### config.mk
export PLATFORM = sky130hd
export DESIGN_NAME = operand_address_generator
export DESIGN_NICKNAME = d
export VERILOG_FILES = /design/src/design/oag_pkg.sv /design/src/design/offset_adder.sv /design/src/design/operand_address_generator.sv
export VERILOG_INCLUDE_DIRS = /design/src /design/src/design
export SDC_FILE = /design/constraint.sdc
export NUM_CORES = 1
export LEC_CHECK = 0
export CORE_MARGIN = 5
export CORE_UTILIZATION = 35
export CTS_CLUSTER_DIAMETER = 200
export CTS_CLUSTER_SIZE = 16
export DETAILED_ROUTE_END_ITERATION = 7
export DONT_BUFFER_PORTS = 1
export SLEW_MARGIN = 10
export SYNTH_ARGS = -nofsm -noshare
export SYNTH_HDL_FRONTEND = slang
export SYNTH_SLANG_ARGS = --single-unit
### constraint.sdc
create_clock -name ref_clk -period 10.6 [get_ports ref_clk]
set_input_delay 1.06 -clock ref_clk [delete_from_list [all_inputs] [get_ports ref_clk]]
set_output_delay 1.06 -clock ref_clk [all_outputs]
set_load 0.1 [all_outputs]
### src/design/oag_consts.svh
// constants for the operand address generator
`ifndef OAG_CONSTS_SVH
`define OAG_CONSTS_SVH
`define W16_ZERO 16'h0000
`define BYTE_ZERO 8'h00
`define NMI_VECTOR 8'h02
`define RESERVED_VEC_TOP 8'h1F
`define PORT_RSV_LO 16'h00F8
`define PORT_RSV_HI 16'h00FF
`define FLAG_IE_BIT 9
`define SEG_CODE 2'h1
`define SEG_STACK 2'h2
`define SEG_DATA 2'h3
`define SEG_EXTRA 2'h0
`endif

### src/design/oag_pkg.sv
// types shared by the operand address generator
package oag_pkg;
  typedef enum logic [2:0] {
    REF_FETCH = 3'h0,
    REF_STACK = 3'h1,
    REF_DATA = 3'h2,
    REF_STRDST = 3'h3,
    REF_OPERAND = 3'h4
  } ref_kind_t;
  typedef enum logic [2:0] {
    MODE_DISP = 3'h0,
    MODE_REGIND = 3'h1,
    MODE_BASED = 3'h2,
    MODE_INDEXED = 3'h3,
    MODE_BASEIDX = 3'h4,
    MODE_BASEIDXDISP = 3'h5
  } mem_mode_t;
  typedef enum logic [2:0] {
    VSRC_NONE = 3'h0,
    VSRC_EXCEPT = 3'h1,
    VSRC_SWINT = 3'h2,
    VSRC_NMI = 3'h3,
    VSRC_ACK = 3'h4
  } vec_src_t;
  typedef enum logic [1:0] {
    IRQ_IDLE = 2'b00,
    IRQ_ACK = 2'b01,
    IRQ_PUSH = 2'b10
  } irq_state_t;
endpackage

### src/design/offset_adder.sv
// three-term 16-bit offset adder with byte displacement extension
`timescale 1ns/1ps
`default_nettype none
`include "oag_consts.svh"
module offset_adder
(
  input wire logic [15:0] dispIn, // raw displacement
  input wire logic dispIsByte, // displacement is 8-bit
  input wire logic useDisp, // include displacement
  input wire logic [15:0] baseVal, // base term
  input wire logic useBase, // include base
  input wire logic [15:0] indexVal, // index term
  input wire logic useIndex, // include index
  output logic [15:0] sum // wrapped sum
);
  logic [15:0] dispExt;
  logic [17:0] wide;
  // byte displacement is two's complement, so widen by its sign
  assign dispExt = dispIsByte ? {{8{dispIn[7]}}, dispIn[7:0]} : dispIn;
  assign wide = {2'b00, (useDisp ? dispExt : `W16_ZERO)}
              + {2'b00, (useBase ? baseVal : `W16_ZERO)}
              + {2'b00, (useIndex ? indexVal : `W16_ZERO)};
  // carries above bit 15 are dropped so offsets wrap inside 64K
  assign sum = wide[15:0];
endmodule // offset_adder
`default_nettype wire

### src/design/operand_address_generator.sv
// segment selection, offset, port address and interrupt vector sourcing
`timescale 1ns/1ps
`default_nettype none
`include "oag_consts.svh"
module operand_address_generator
  import oag_pkg::*;
(
  input wire logic ref_clk, // 200 MHz clock
  input wire logic rst, // synchronous reset, active high
  input wire logic addrReq, // decoder requests an address, pulse
  input wire ref_kind_t refKind, // kind of memory reference
  input wire mem_mode_t memMode, // memory operand mode
  input wire logic useBp, // base is stack base pointer, else base index
  input wire logic useDi, // index is destination index, else source
  input wire logic regIndSel, // register indirect: 0 index, 1 base
  input wire logic overrideValid, // segment override prefix present
  input wire logic [1:0] overrideSeg, // segment named by the prefix
  input wire logic [15:0] displacement, // displacement bytes
  input wire logic dispIsByte, // displacement is 8-bit
  input wire logic [15:0] instruction_pointer, // current fetch pointer
  input wire logic [15:0] base_index_register, // base index value
  input wire logic [15:0] stack_base_pointer, // stack base value
  input wire logic [15:0] source_index_register, // source index value
  input wire logic [15:0] destination_index_register, // dest index value
  input wire logic [15:0] stackPointer, // current stack pointer
  input wire logic operandReq, // non-memory operand request, pulse
  input wire logic operandIsImm, // take immediate, else general register
  input wire logic operandIsByte, // byte-wide operand
  input wire logic [15:0] immediateVal, // immediate from instruction
  input wire logic [15:0] genRegVal, // selected general register
  input wire logic portReq, // port address request, pulse
  input wire logic portFromReg, // use port pointer register
  input wire logic portIsWord, // word-wide port access
  input wire logic [7:0] portImm, // port field in instruction
  input wire logic [15:0] port_pointer_register, // port pointer value
  input wire logic exceptReq, // exception detected, pulse
  input wire logic [7:0] exceptVector, // internal exception number
  input wire logic [15:0] faultStartIp, // first byte incl. prefixes
  input wire logic swIntReq, // software interrupt, pulse
  input wire logic [7:0] swIntVector, // vector carried by instruction
  input wire logic [15:0] nextIp, // pointer after current instruction
  input wire logic nmiPin, // non-maskable request pin
  input wire logic maskable_irq_input, // maskable request pin
  input wire logic [15:0] flagsWord, // flags word
  input wire logic [15:0] codeSegSel, // code segment selector
  input wire logic [7:0] ackData, // bus data during acknowledge
  input wire logic ackDataValid, // acknowledge data strobe, pulse
  output logic addrValid, // segment and offset valid, pulse
  output logic [1:0] segIndex, // selected segment register
  output logic [15:0] offsetOut, // finished offset
  output logic operandValid, // operand valid, pulse
  output logic [15:0] operandOut, // operand value
  output logic portValid, // port address valid, pulse
  output logic [15:0] portAddr, // port address
  output logic portWord, // port access is word wide
  output logic portReserved, // port lies in reserved range
  output logic intAckCycle, // run acknowledge sequence, level
  output logic pushValid, // push word strobe, pulse
  output logic [15:0] pushData, // word to push
  output logic intVecValid, // vector ready, pulse
  output logic [7:0] intVector, // table entry number
  output logic [2:0] intVecSrc, // where the vector came from
  output logic intVecReserved // vector lies in 0-31
);
  logic [15:0] baseVal;
  logic [15:0] indexVal;
  logic useDisp;
  logic useBase;
  logic useIndex;
  logic [15:0] sumOffset;
  logic [1:0] defaultSeg;
  logic nmiMeta_reg;
  logic nmiSync_reg;
  logic nmiPrev_reg;
  logic irqMeta_reg;
  logic irqSync_reg;
  logic nmiPend_reg;
  irq_state_t irqState_reg;
  logic [1:0] pushCnt_reg;
  logic [15:0] retIp_reg;
  logic [7:0] pendVec_reg;
  vec_src_t pendSrc_reg;
  logic nmiRise;

  // term selection per memory mode
  always_comb
  begin
    baseVal = useBp ? stack_base_pointer : base_index_register;
    indexVal = useDi ? destination_index_register : source_index_register;
    useDisp = 1'b0;
    useBase = 1'b0;
    useIndex = 1'b0;
    case (memMode)
      MODE_DISP: useDisp = 1'b1;
      MODE_REGIND:
      begin
        useBase = regIndSel;
        useIndex = !regIndSel;
      end
      MODE_BASED:
      begin
        useBase = 1'b1;
        useDisp = 1'b1;
      end
      MODE_INDEXED:
      begin
        useIndex = 1'b1;
        useDisp = 1'b1;
      end
      MODE_BASEIDX:
      begin
        useBase = 1'b1;
        useIndex = 1'b1;
      end
      MODE_BASEIDXDISP:
      begin
        useBase = 1'b1;
        useIndex = 1'b1;
        useDisp = 1'b1;
      end
      default: useDisp = 1'b1;
    endcase
  end

  offset_adder adder
  (
    .dispIn(displacement),
    .dispIsByte(dispIsByte),
    .useDisp(useDisp),
    .baseVal(baseVal),
    .useBase(useBase),
    .indexVal(indexVal),
    .useIndex(useIndex),
    .sum(sumOffset)
  );

  // default segment by reference kind; a stack base pointer as base means stack
  always_comb
  begin
    case (refKind)
      REF_FETCH: defaultSeg = `SEG_CODE;
      REF_STACK: defaultSeg = `SEG_STACK;
      REF_STRDST: defaultSeg = `SEG_EXTRA;
      default: defaultSeg = (useBase && useBp) ? `SEG_STACK : `SEG_DATA;
    endcase
  end

  // segment index and offset leave in the same cycle, one pulse per request
  always_ff @(posedge ref_clk)
  begin
    if (rst)
    begin
      addrValid <= 1'b0;
      segIndex <= `SEG_CODE;
      offsetOut <= `W16_ZERO;
    end
    else
    begin
      addrValid <= addrReq;
      if (addrReq)
      begin
        // fetch and string destination cannot be overridden, the prefix steers data, operand and stack references
        if (overrideValid && refKind != REF_FETCH && refKind != REF_STRDST)
          segIndex <= overrideSeg;
        else
          segIndex <= defaultSeg;
        if (refKind == REF_FETCH)
          offsetOut <= instruction_pointer;
        else if (refKind == REF_STACK)
          offsetOut <= stackPointer;
        else
          offsetOut <= sumOffset;
      end
    end
  end

  // register and immediate operands
  always_ff @(posedge ref_clk)
  begin
    if (rst)
    begin
      operandValid <= 1'b0;
      operandOut <= `W16_ZERO;
    end
    else
    begin
      operandValid <= operandReq;
      if (operandReq)
      begin
        if (operandIsImm)
          operandOut <= operandIsByte ? {`BYTE_ZERO, immediateVal[7:0]} : immediateVal;
        else
          operandOut <= operandIsByte ? {`BYTE_ZERO, genRegVal[7:0]} : genRegVal;
      end
    end
  end

  // port address formation; reserved range is only flagged, not blocked
  always_ff @(posedge ref_clk)
  begin
    if (rst)
    begin
      portValid <= 1'b0;
      portAddr <= `W16_ZERO;
      portWord <= 1'b0;
      portReserved <= 1'b0;
    end
    else
    begin
      portValid <= portReq;
      if (portReq)
      begin
        portAddr <= portFromReg ? port_pointer_register : {`BYTE_ZERO, portImm};
        portWord <= portIsWord;
        if (portFromReg)
          portReserved <= port_pointer_register >= `PORT_RSV_LO
                          && port_pointer_register <= `PORT_RSV_HI;
        else
          portReserved <= {`BYTE_ZERO, portImm} >= `PORT_RSV_LO;
      end
    end
  end

  // pin synchronisers; the first stage is never looked at, the third only for the nmi edge
  always_ff @(posedge ref_clk)
  begin
    if (rst)
    begin
      nmiMeta_reg <= 1'b0;
      nmiSync_reg <= 1'b0;
      nmiPrev_reg <= 1'b0;
      irqMeta_reg <= 1'b0;
      irqSync_reg <= 1'b0;
    end
    else
    begin
      nmiMeta_reg <= nmiPin;
      nmiSync_reg <= nmiMeta_reg;
      nmiPrev_reg <= nmiSync_reg;
      irqMeta_reg <= maskable_irq_input;
      irqSync_reg <= irqMeta_reg;
    end
  end
  assign nmiRise = nmiSync_reg && !nmiPrev_reg;

  // latched edge so a busy sequencer does not lose it; new edge beats the take,
  // but an edge taken in the cycle it appears is not kept, else it is served twice
  always_ff @(posedge ref_clk)
  begin
    if (rst)
      nmiPend_reg <= 1'b0;
    else if (nmiRise && !(irqState_reg == IRQ_IDLE && !exceptReq && !swIntReq && !nmiPend_reg))
      nmiPend_reg <= 1'b1;
    else if (irqState_reg == IRQ_IDLE && !exceptReq && !swIntReq)
      nmiPend_reg <= 1'b0;
  end

  // interrupt sequencer: pick source, optional acknowledge, push three words
  always_ff @(posedge ref_clk)
  begin
    if (rst)
    begin
      irqState_reg <= IRQ_IDLE;
      pushCnt_reg <= 2'b00;
      retIp_reg <= `W16_ZERO;
      pendVec_reg <= `BYTE_ZERO;
      pendSrc_reg <= VSRC_NONE;
      intAckCycle <= 1'b0;
      pushValid <= 1'b0;
      pushData <= `W16_ZERO;
      intVecValid <= 1'b0;
      intVector <= `BYTE_ZERO;
      intVecSrc <= VSRC_NONE;
      intVecReserved <= 1'b0;
    end
    else
    begin
      pushValid <= 1'b0;
      intVecValid <= 1'b0;
      case (irqState_reg)
        IRQ_IDLE:
        begin
          pushCnt_reg <= 2'b00;
          if (exceptReq)
          begin
            pendVec_reg <= exceptVector;
            pendSrc_reg <= VSRC_EXCEPT;
            retIp_reg <= faultStartIp;
            irqState_reg <= IRQ_PUSH;
          end
          else if (swIntReq)
          begin
            pendVec_reg <= swIntVector;
            pendSrc_reg <= VSRC_SWINT;
            retIp_reg <= nextIp;
            irqState_reg <= IRQ_PUSH;
          end
          else if (nmiPend_reg || nmiRise)
          begin
            pendVec_reg <= `NMI_VECTOR;
            pendSrc_reg <= VSRC_NMI;
            retIp_reg <= nextIp;
            irqState_reg <= IRQ_PUSH;
          end
          else if (irqSync_reg && flagsWord[`FLAG_IE_BIT])
          begin
            retIp_reg <= nextIp;
            pendSrc_reg <= VSRC_ACK;
            intAckCycle <= 1'b1;
            irqState_reg <= IRQ_ACK;
          end
        end
        IRQ_ACK:
        begin
          if (ackDataValid)
          begin
            pendVec_reg <= ackData;
            intAckCycle <= 1'b0;
            irqState_reg <= IRQ_PUSH;
          end
        end
        IRQ_PUSH:
        begin
          pushValid <= 1'b1;
          pushCnt_reg <= pushCnt_reg + 2'b01;
          // flags first, then code segment, then return pointer
          case (pushCnt_reg)
            2'b00: pushData <= flagsWord;
            2'b01: pushData <= codeSegSel;
            default: pushData <= retIp_reg;
          endcase
          if (pushCnt_reg == 2'b10)
          begin
            intVecValid <= 1'b1;
            intVector <= pendVec_reg;
            intVecSrc <= pendSrc_reg;
            intVecReserved <= pendVec_reg <= `RESERVED_VEC_TOP;
            irqState_reg <= IRQ_IDLE;
          end
        end
        default: irqState_reg <= IRQ_IDLE;
      endcase
    end
  end
endmodule // operand_address_generator
`default_nettype wire

Word level (Yosys, flattened, before mapping)
Cells that the tools add are included.
{"block": "totals", "regBits": 123, "wordCells": 139}
{"block": "op_classes", "addsub": 3, "magnitude_cmp": 4, "n_eq_ne": 20, "muxes": 50, "n_bitwise": 1, "n_reduce_logical": 34}
{"cell": "two-way mux 16 bit", "count": 16}
{"cell": "adder 16 bit", "count": 2}
{"cell": "two-way mux 8 bit", "count": 4}
{"cell": "one-hot mux 16 bit (2 select lines)", "count": 1}
{"cell": "greater-or-equal comparator 16 x 8 -> 1 bit, second input constant", "count": 1}
{"cell": "<= comparator 16 x 8 -> 1 bit, second input constant", "count": 1}
{"cell": "one-hot mux 8 bit (2 select lines)", "count": 1}
{"cell": "two-way mux 2 bit", "count": 7}
{"cell": "two-way mux 3 bit", "count": 4}
{"cell": "one-hot mux 2 bit (3 select lines)", "count": 2}
{"cell": "two-way mux 1 bit", "count": 11}
{"cell": "logical AND 1 bit", "count": 10}
{"cell": "!= test 2 bit, second input constant", "count": 5}
{"cell": "equality test 3 x 2 -> 1 bit, second input constant", "count": 3}
{"cell": "greater-or-equal comparator 8 bit, second input constant", "count": 1}
{"cell": "<= comparator 8 x 5 -> 1 bit, second input constant", "count": 1}
{"cell": "equality test 3 x 1 -> 1 bit, second input constant", "count": 2}
{"cell": "equality test 3 bit, second input constant", "count": 2}
{"cell": "zero test 1 bit", "count": 6}
{"cell": "one-hot mux 1 bit (2 select lines)", "count": 3}
{"cell": "AND reduction 3 bit", "count": 2}
{"cell": "AND reduction 6 bit", "count": 1}
{"cell": "nonzero test 2 bit", "count": 3}
{"cell": "OR reduction 3 bit", "count": 2}
{"cell": "other kinds (16)", "count": 21}

Logic depth before layout (Yosys ltp)
{"block": "depth", "ltp_word": 8, "depth_mapped": 16, "ltp_nobuf": 14}

Hierarchy
A second synthesis with hierarchy kept.
{"block": "hier_totals", "cells_unflattened": 860, "area_unflattened_um2": 7374.6}
{"mod": "operand_address_generator", "n_inst": 1, "cells_each": 678, "area_each_um2": 6083.3, "seq_area_each_um2": 2462.4}
{"mod": "offset_adder", "n_inst": 1, "cells_each": 182, "area_each_um2": 1291.2, "seq_area_each_um2": 0.0}

Worst setup path after synthesis
No wires, ideal clock.
{"block": "synth_timing", "path_kind": "input-to-reg", "start": "in memMode[0]", "end": "reg offsetOut[13]", "setup_ns": 0.078, "arrival_ns": 3.971, "required_ns": 10.522, "slack_ns": 6.551, "path_stages": 16, "n_path_buf": 2, "path_cell_list": "xnor2_1 > or2_2 > clkbuf_1 > clkbuf_1 > nand2_1 > fa_1 > inv_1 > ha_1 > inv_1 > fa_1 > nor2b_4 > o31ai_2 > a211oi_1 > nor3_1 > o311a_1 > nor3_1"}
{"block": "synth_via", "elab_chain_cells": 8}
{"item": "start, declared", "line": "operand_address_generator.sv:12", "rtl": "input wire mem_mode_t memMode,"}
{"item": "equality test 3 bit / equality test 3 x 2 -> 1 bit (equally long branches)", "line": "operand_address_generator.sv:93", "rtl": "case (memMode)"}
{"item": "OR reduction 3 bit (no line)"}
{"item": "one-hot mux 1 bit (2 select lines)", "line": "operand_address_generator.sv:93"}
{"item": "two-way mux 16 bit (no line)"}
{"item": "adder 16 bit", "line": "offset_adder.sv:20", "rtl": "assign wide = {2'b00, (useDisp ? dispExt : `W16_ZERO)}"}
{"item": "adder 16 bit (*)", "line": "offset_adder.sv:20"}
{"item": "two-way mux 16 bit (*)", "line": "operand_address_generator.sv:169", "rtl": "else if (refKind == REF_STACK)"}
{"item": "two-way mux 16 bit (*)", "line": "operand_address_generator.sv:167", "rtl": "if (refKind == REF_FETCH)"}
{"item": "end signal, assigned", "line": "operand_address_generator.sv:168", "rtl": "offsetOut <= instruction_pointer;"}
{"item": "end signal, assigned", "line": "operand_address_generator.sv:170", "rtl": "offsetOut <= stackPointer;"}
{"item": "end signal, assigned", "line": "operand_address_generator.sv:172", "rtl": "offsetOut <= sumOffset;"}
{"item": "end, declared", "line": "operand_address_generator.sv:50", "rtl": "output logic [15:0] offsetOut,"}
Every way passes the cells marked *; elsewhere a longest branch is shown, timed or not.
A chain may end at the register's enable or synchronous reset.

Worst setup path after layout
Ends and elaborated chain as after synthesis.

==> metrics.md <==
| Metric | Value |
|---|---|
| Run status | complete, no violations |
| GR Overflow Total | 0 |
| Syn_nets | 1198 |
| First-pass GRT wire length | 32500 um |
| Starting DRC count in detailed routing | 299 |
| Via/cell ratio | 5.35 |
| Fmax | 0.251 GHz |
| RSZ-0062 raised after global routing | false |
| # nets final | 1159 |
| Async set or reset register ratio after synthesis | 0% |
| Die width | 155 um |
| Final setup fails | 0 |
| Fin util | 38.7% |
| Hold buffer count at CTS | 0 |
| Setup crit start kind | primary input |
| Layout Skew | 0.00689 ns |
| Area delta synth->final | 9.74% |
| Post-DP HPWL | 16300 um |
| Antenna diodes | 0 |
| Pwr dens | 190 nW/um^2 |
| Vias in the first global route | 5941 |
| Setup TNS | 0 ns |
| Leading area contributor after synthesis | dfxtp_1 |
| Synth Warn # | 0 |
| Most common cell after layout, fill and taps aside | dfxtp_1 |
| Routed WL per cell | 18.7 um |
| Critical path capture point type | flip-flop |
| DRT antenna net count | 0 |
| Reg clk slew, reported paths | 0.06 ns |
| Area contributors post-synth | dfxtp_1, mux2i_1, mux2_2, a21oi_1, nor2_1 |
| I/O Pins | 369 |
| Synth cell types | 59 |
| Fraction of layout cells with a size suffix above 1 | 10.2% |
| DRC | 0 |
| Die area | 24000 um^2 |
| Clock net sink count | 123 |
| Synth Register Bits | 123 |
| Share of the synthesized area in the top cell type | 33.5% |
| Min Clock Period, post-route | 3.98 ns |
| Primary FF master, synth | dfxtp_1 |
| Slew @ Worst Pin | 1.13 ns |
| Core Area | 20800 um^2 |
| Clk root buf | clkbuf_16 |
| Die Y | 155 um |
| Vias | 6046 |
| Max FO, Critical Path | 17 |
| Tot Pwr | 1530 uW |
| Clk_lat worst skew | 0.41 ns |
| WP data required | 10.93 ns |
| Commonest cells after routing, fill and taps aside | dfxtp_1, nor2_1, a21oi_1 |
| PostCTS Resize Cnt | 0 |
| Final Hold Vio Count | 0 |
| Sequential fraction of the synthesis area | 33.5% |
| Mapped Area | 7350 um^2 |
| Period utilization | 37.6% |
| Syn avg cell area | 8.33 um^2 |
| CTS tree | built |
| Max clock buf depth | 2 |
| WL final | 21100 um |
| Worst rel slew slack | 24.5% |
| Number of synthesized flops with an enable pin | 0 |
| Hold Path Class | reg -> reg |
| Max-slew violations | 0 |
| Peak VDD IR | 0.000104 V |
| Worst Path Arrival | 4.31 ns |
| Initial antenna violation count | 1 |
| GRT Resource Usage Total | 16.7% |
| # rows | 53 |
| Mapped Cells | 882 |
| Crit Path Class | in -> reg |
| TritonCTS buffer count | 17 |
| Pleak | 0.00329 uW |
| Drt first pass iters | 6 |
| Largest net degree at the start of global routing | 124 |
| Port bufs | 0 |
| Max-cap violations | 0 |
| Number of setup buffers added after CTS | 0 |
| H-Tree Depth | 4 |
| GP Congestion | 0.889 |
| Initial core utilization | 35.3% |
[synth_stat cells (2+ instances only)]
| library cell | n |
|---|---|
| a211oi_1 | 38 |
| a211oi_4 | 2 |
| a21o_1 | 5 |
| a21oi_1 | 82 |
| a221o_1 | 16 |
| a22oi_1 | 8 |
| a311oi_1 | 4 |
| a31oi_1 | 3 |
| and2_1 | 7 |
| and3_1 | 3 |
| buf_1 | 3 |
| buf_2 | 11 |
| buf_4 | 2 |
| clkbuf_1 | 45 |
| dfxtp_1 | 123 |
| fa_1 | 16 |
| ha_1 | 17 |
| inv_1 | 39 |
| mux2_2 | 40 |
| mux2i_1 | 56 |
| nand2_1 | 81 |
| nand2b_1 | 11 |
| nand3_1 | 7 |
| nand4_1 | 2 |
| nor2_1 | 108 |
| nor2b_1 | 40 |
| nor3_1 | 28 |
| nor3b_1 | 2 |
| nor4_1 | 2 |
| o211ai_1 | 7 |
| o21a_1 | 6 |
| o21ai_0 | 25 |
| o221ai_1 | 2 |
| o22ai_1 | 5 |
| o311a_1 | 2 |
| or2_2 | 2 |
| or3_1 | 2 |
| xnor2_1 | 3 |
| xor2_1 | 7 |
[per-layer routing]
| layer | routed length [um] | up-vias | GRT usage, % |
|---|---|---|---|
| met5 | 11 | - | 0 |
| met4 | 160 | 2 | 3.24 |
| met3 | 1690 | 18 | 5.79 |
| met2 | 10400 | 229 | 27.8 |
| met1 | 8850 | 2787 | 21.3 |
| li1 | - | 3010 | - |
[metrics by stage]
stage	hold slack [ns]	cell area (um^2)	worst slack (ns)	cells
finish	0.437	8070	6.62	1131
floorplan	0.414	7350	6.55	882
global placement	0.427	7470	6.28	1099
global route	0.465	8070	6.42	1131
detailed placement	0.434	7470	6.22	1099
CTS	0.443	8070	6.63	1131
[worst paths after layout]
kind,startpoint,end,slack [ns],cells after the start
max,memMode[0],offsetOut[13],6.62,14
min,irqMeta_reg,irqSync_reg,0.44,1
max reg2reg,irqState_reg[1],intVecReserved,8.12,6
min reg2reg,irqMeta_reg,irqSync_reg,0.44,1
[worst max-delay path: stages]
cell	delay (ns)
or3b_1	0.37
o21ai_2	0.29
nand2_1	0.17
fa_1	0.51
inv_1	0.07
ha_1	0.18
inv_1	0.06
fa_1	0.43
nor2b_4	0.18
o31ai_2	0.09
a211oi_1	0.34
nor3_1	0.09
o311a_1	0.29
nor3_1	0.18
[report_power, final]
part | switching (uW) | internal, uW | total [uW]
Sequential | 192 | 497 | 689
Clock | 218 | 371 | 588
Combinational | 137 | 115 | 252
Total | 547 | 982 | 1530
[cell families after synthesis]
logic type	share of synthesized area, %
adder cells (fa/ha/maj)	7.25
AND/OR/NAND/NOR	19.4
AO/OA/AOI/OAI	19.2
flip-flops	33.5
buffers and inverters	5.40
XOR/XNOR	1.50
multiplexers	13.8
[area by class of cell]
class / instances / area (um^2)
fill: 2142 / 12800
multi-input combinational: 659 / 4490
sequential: 123 / 2460
clock buffer: 18 / 429
tap: 275 / 344
clock inverter: 14 / 170
inverter: 39 / 146
timing repair buffer: 3 / 22.5
Power figures use the tool's default switching activity.
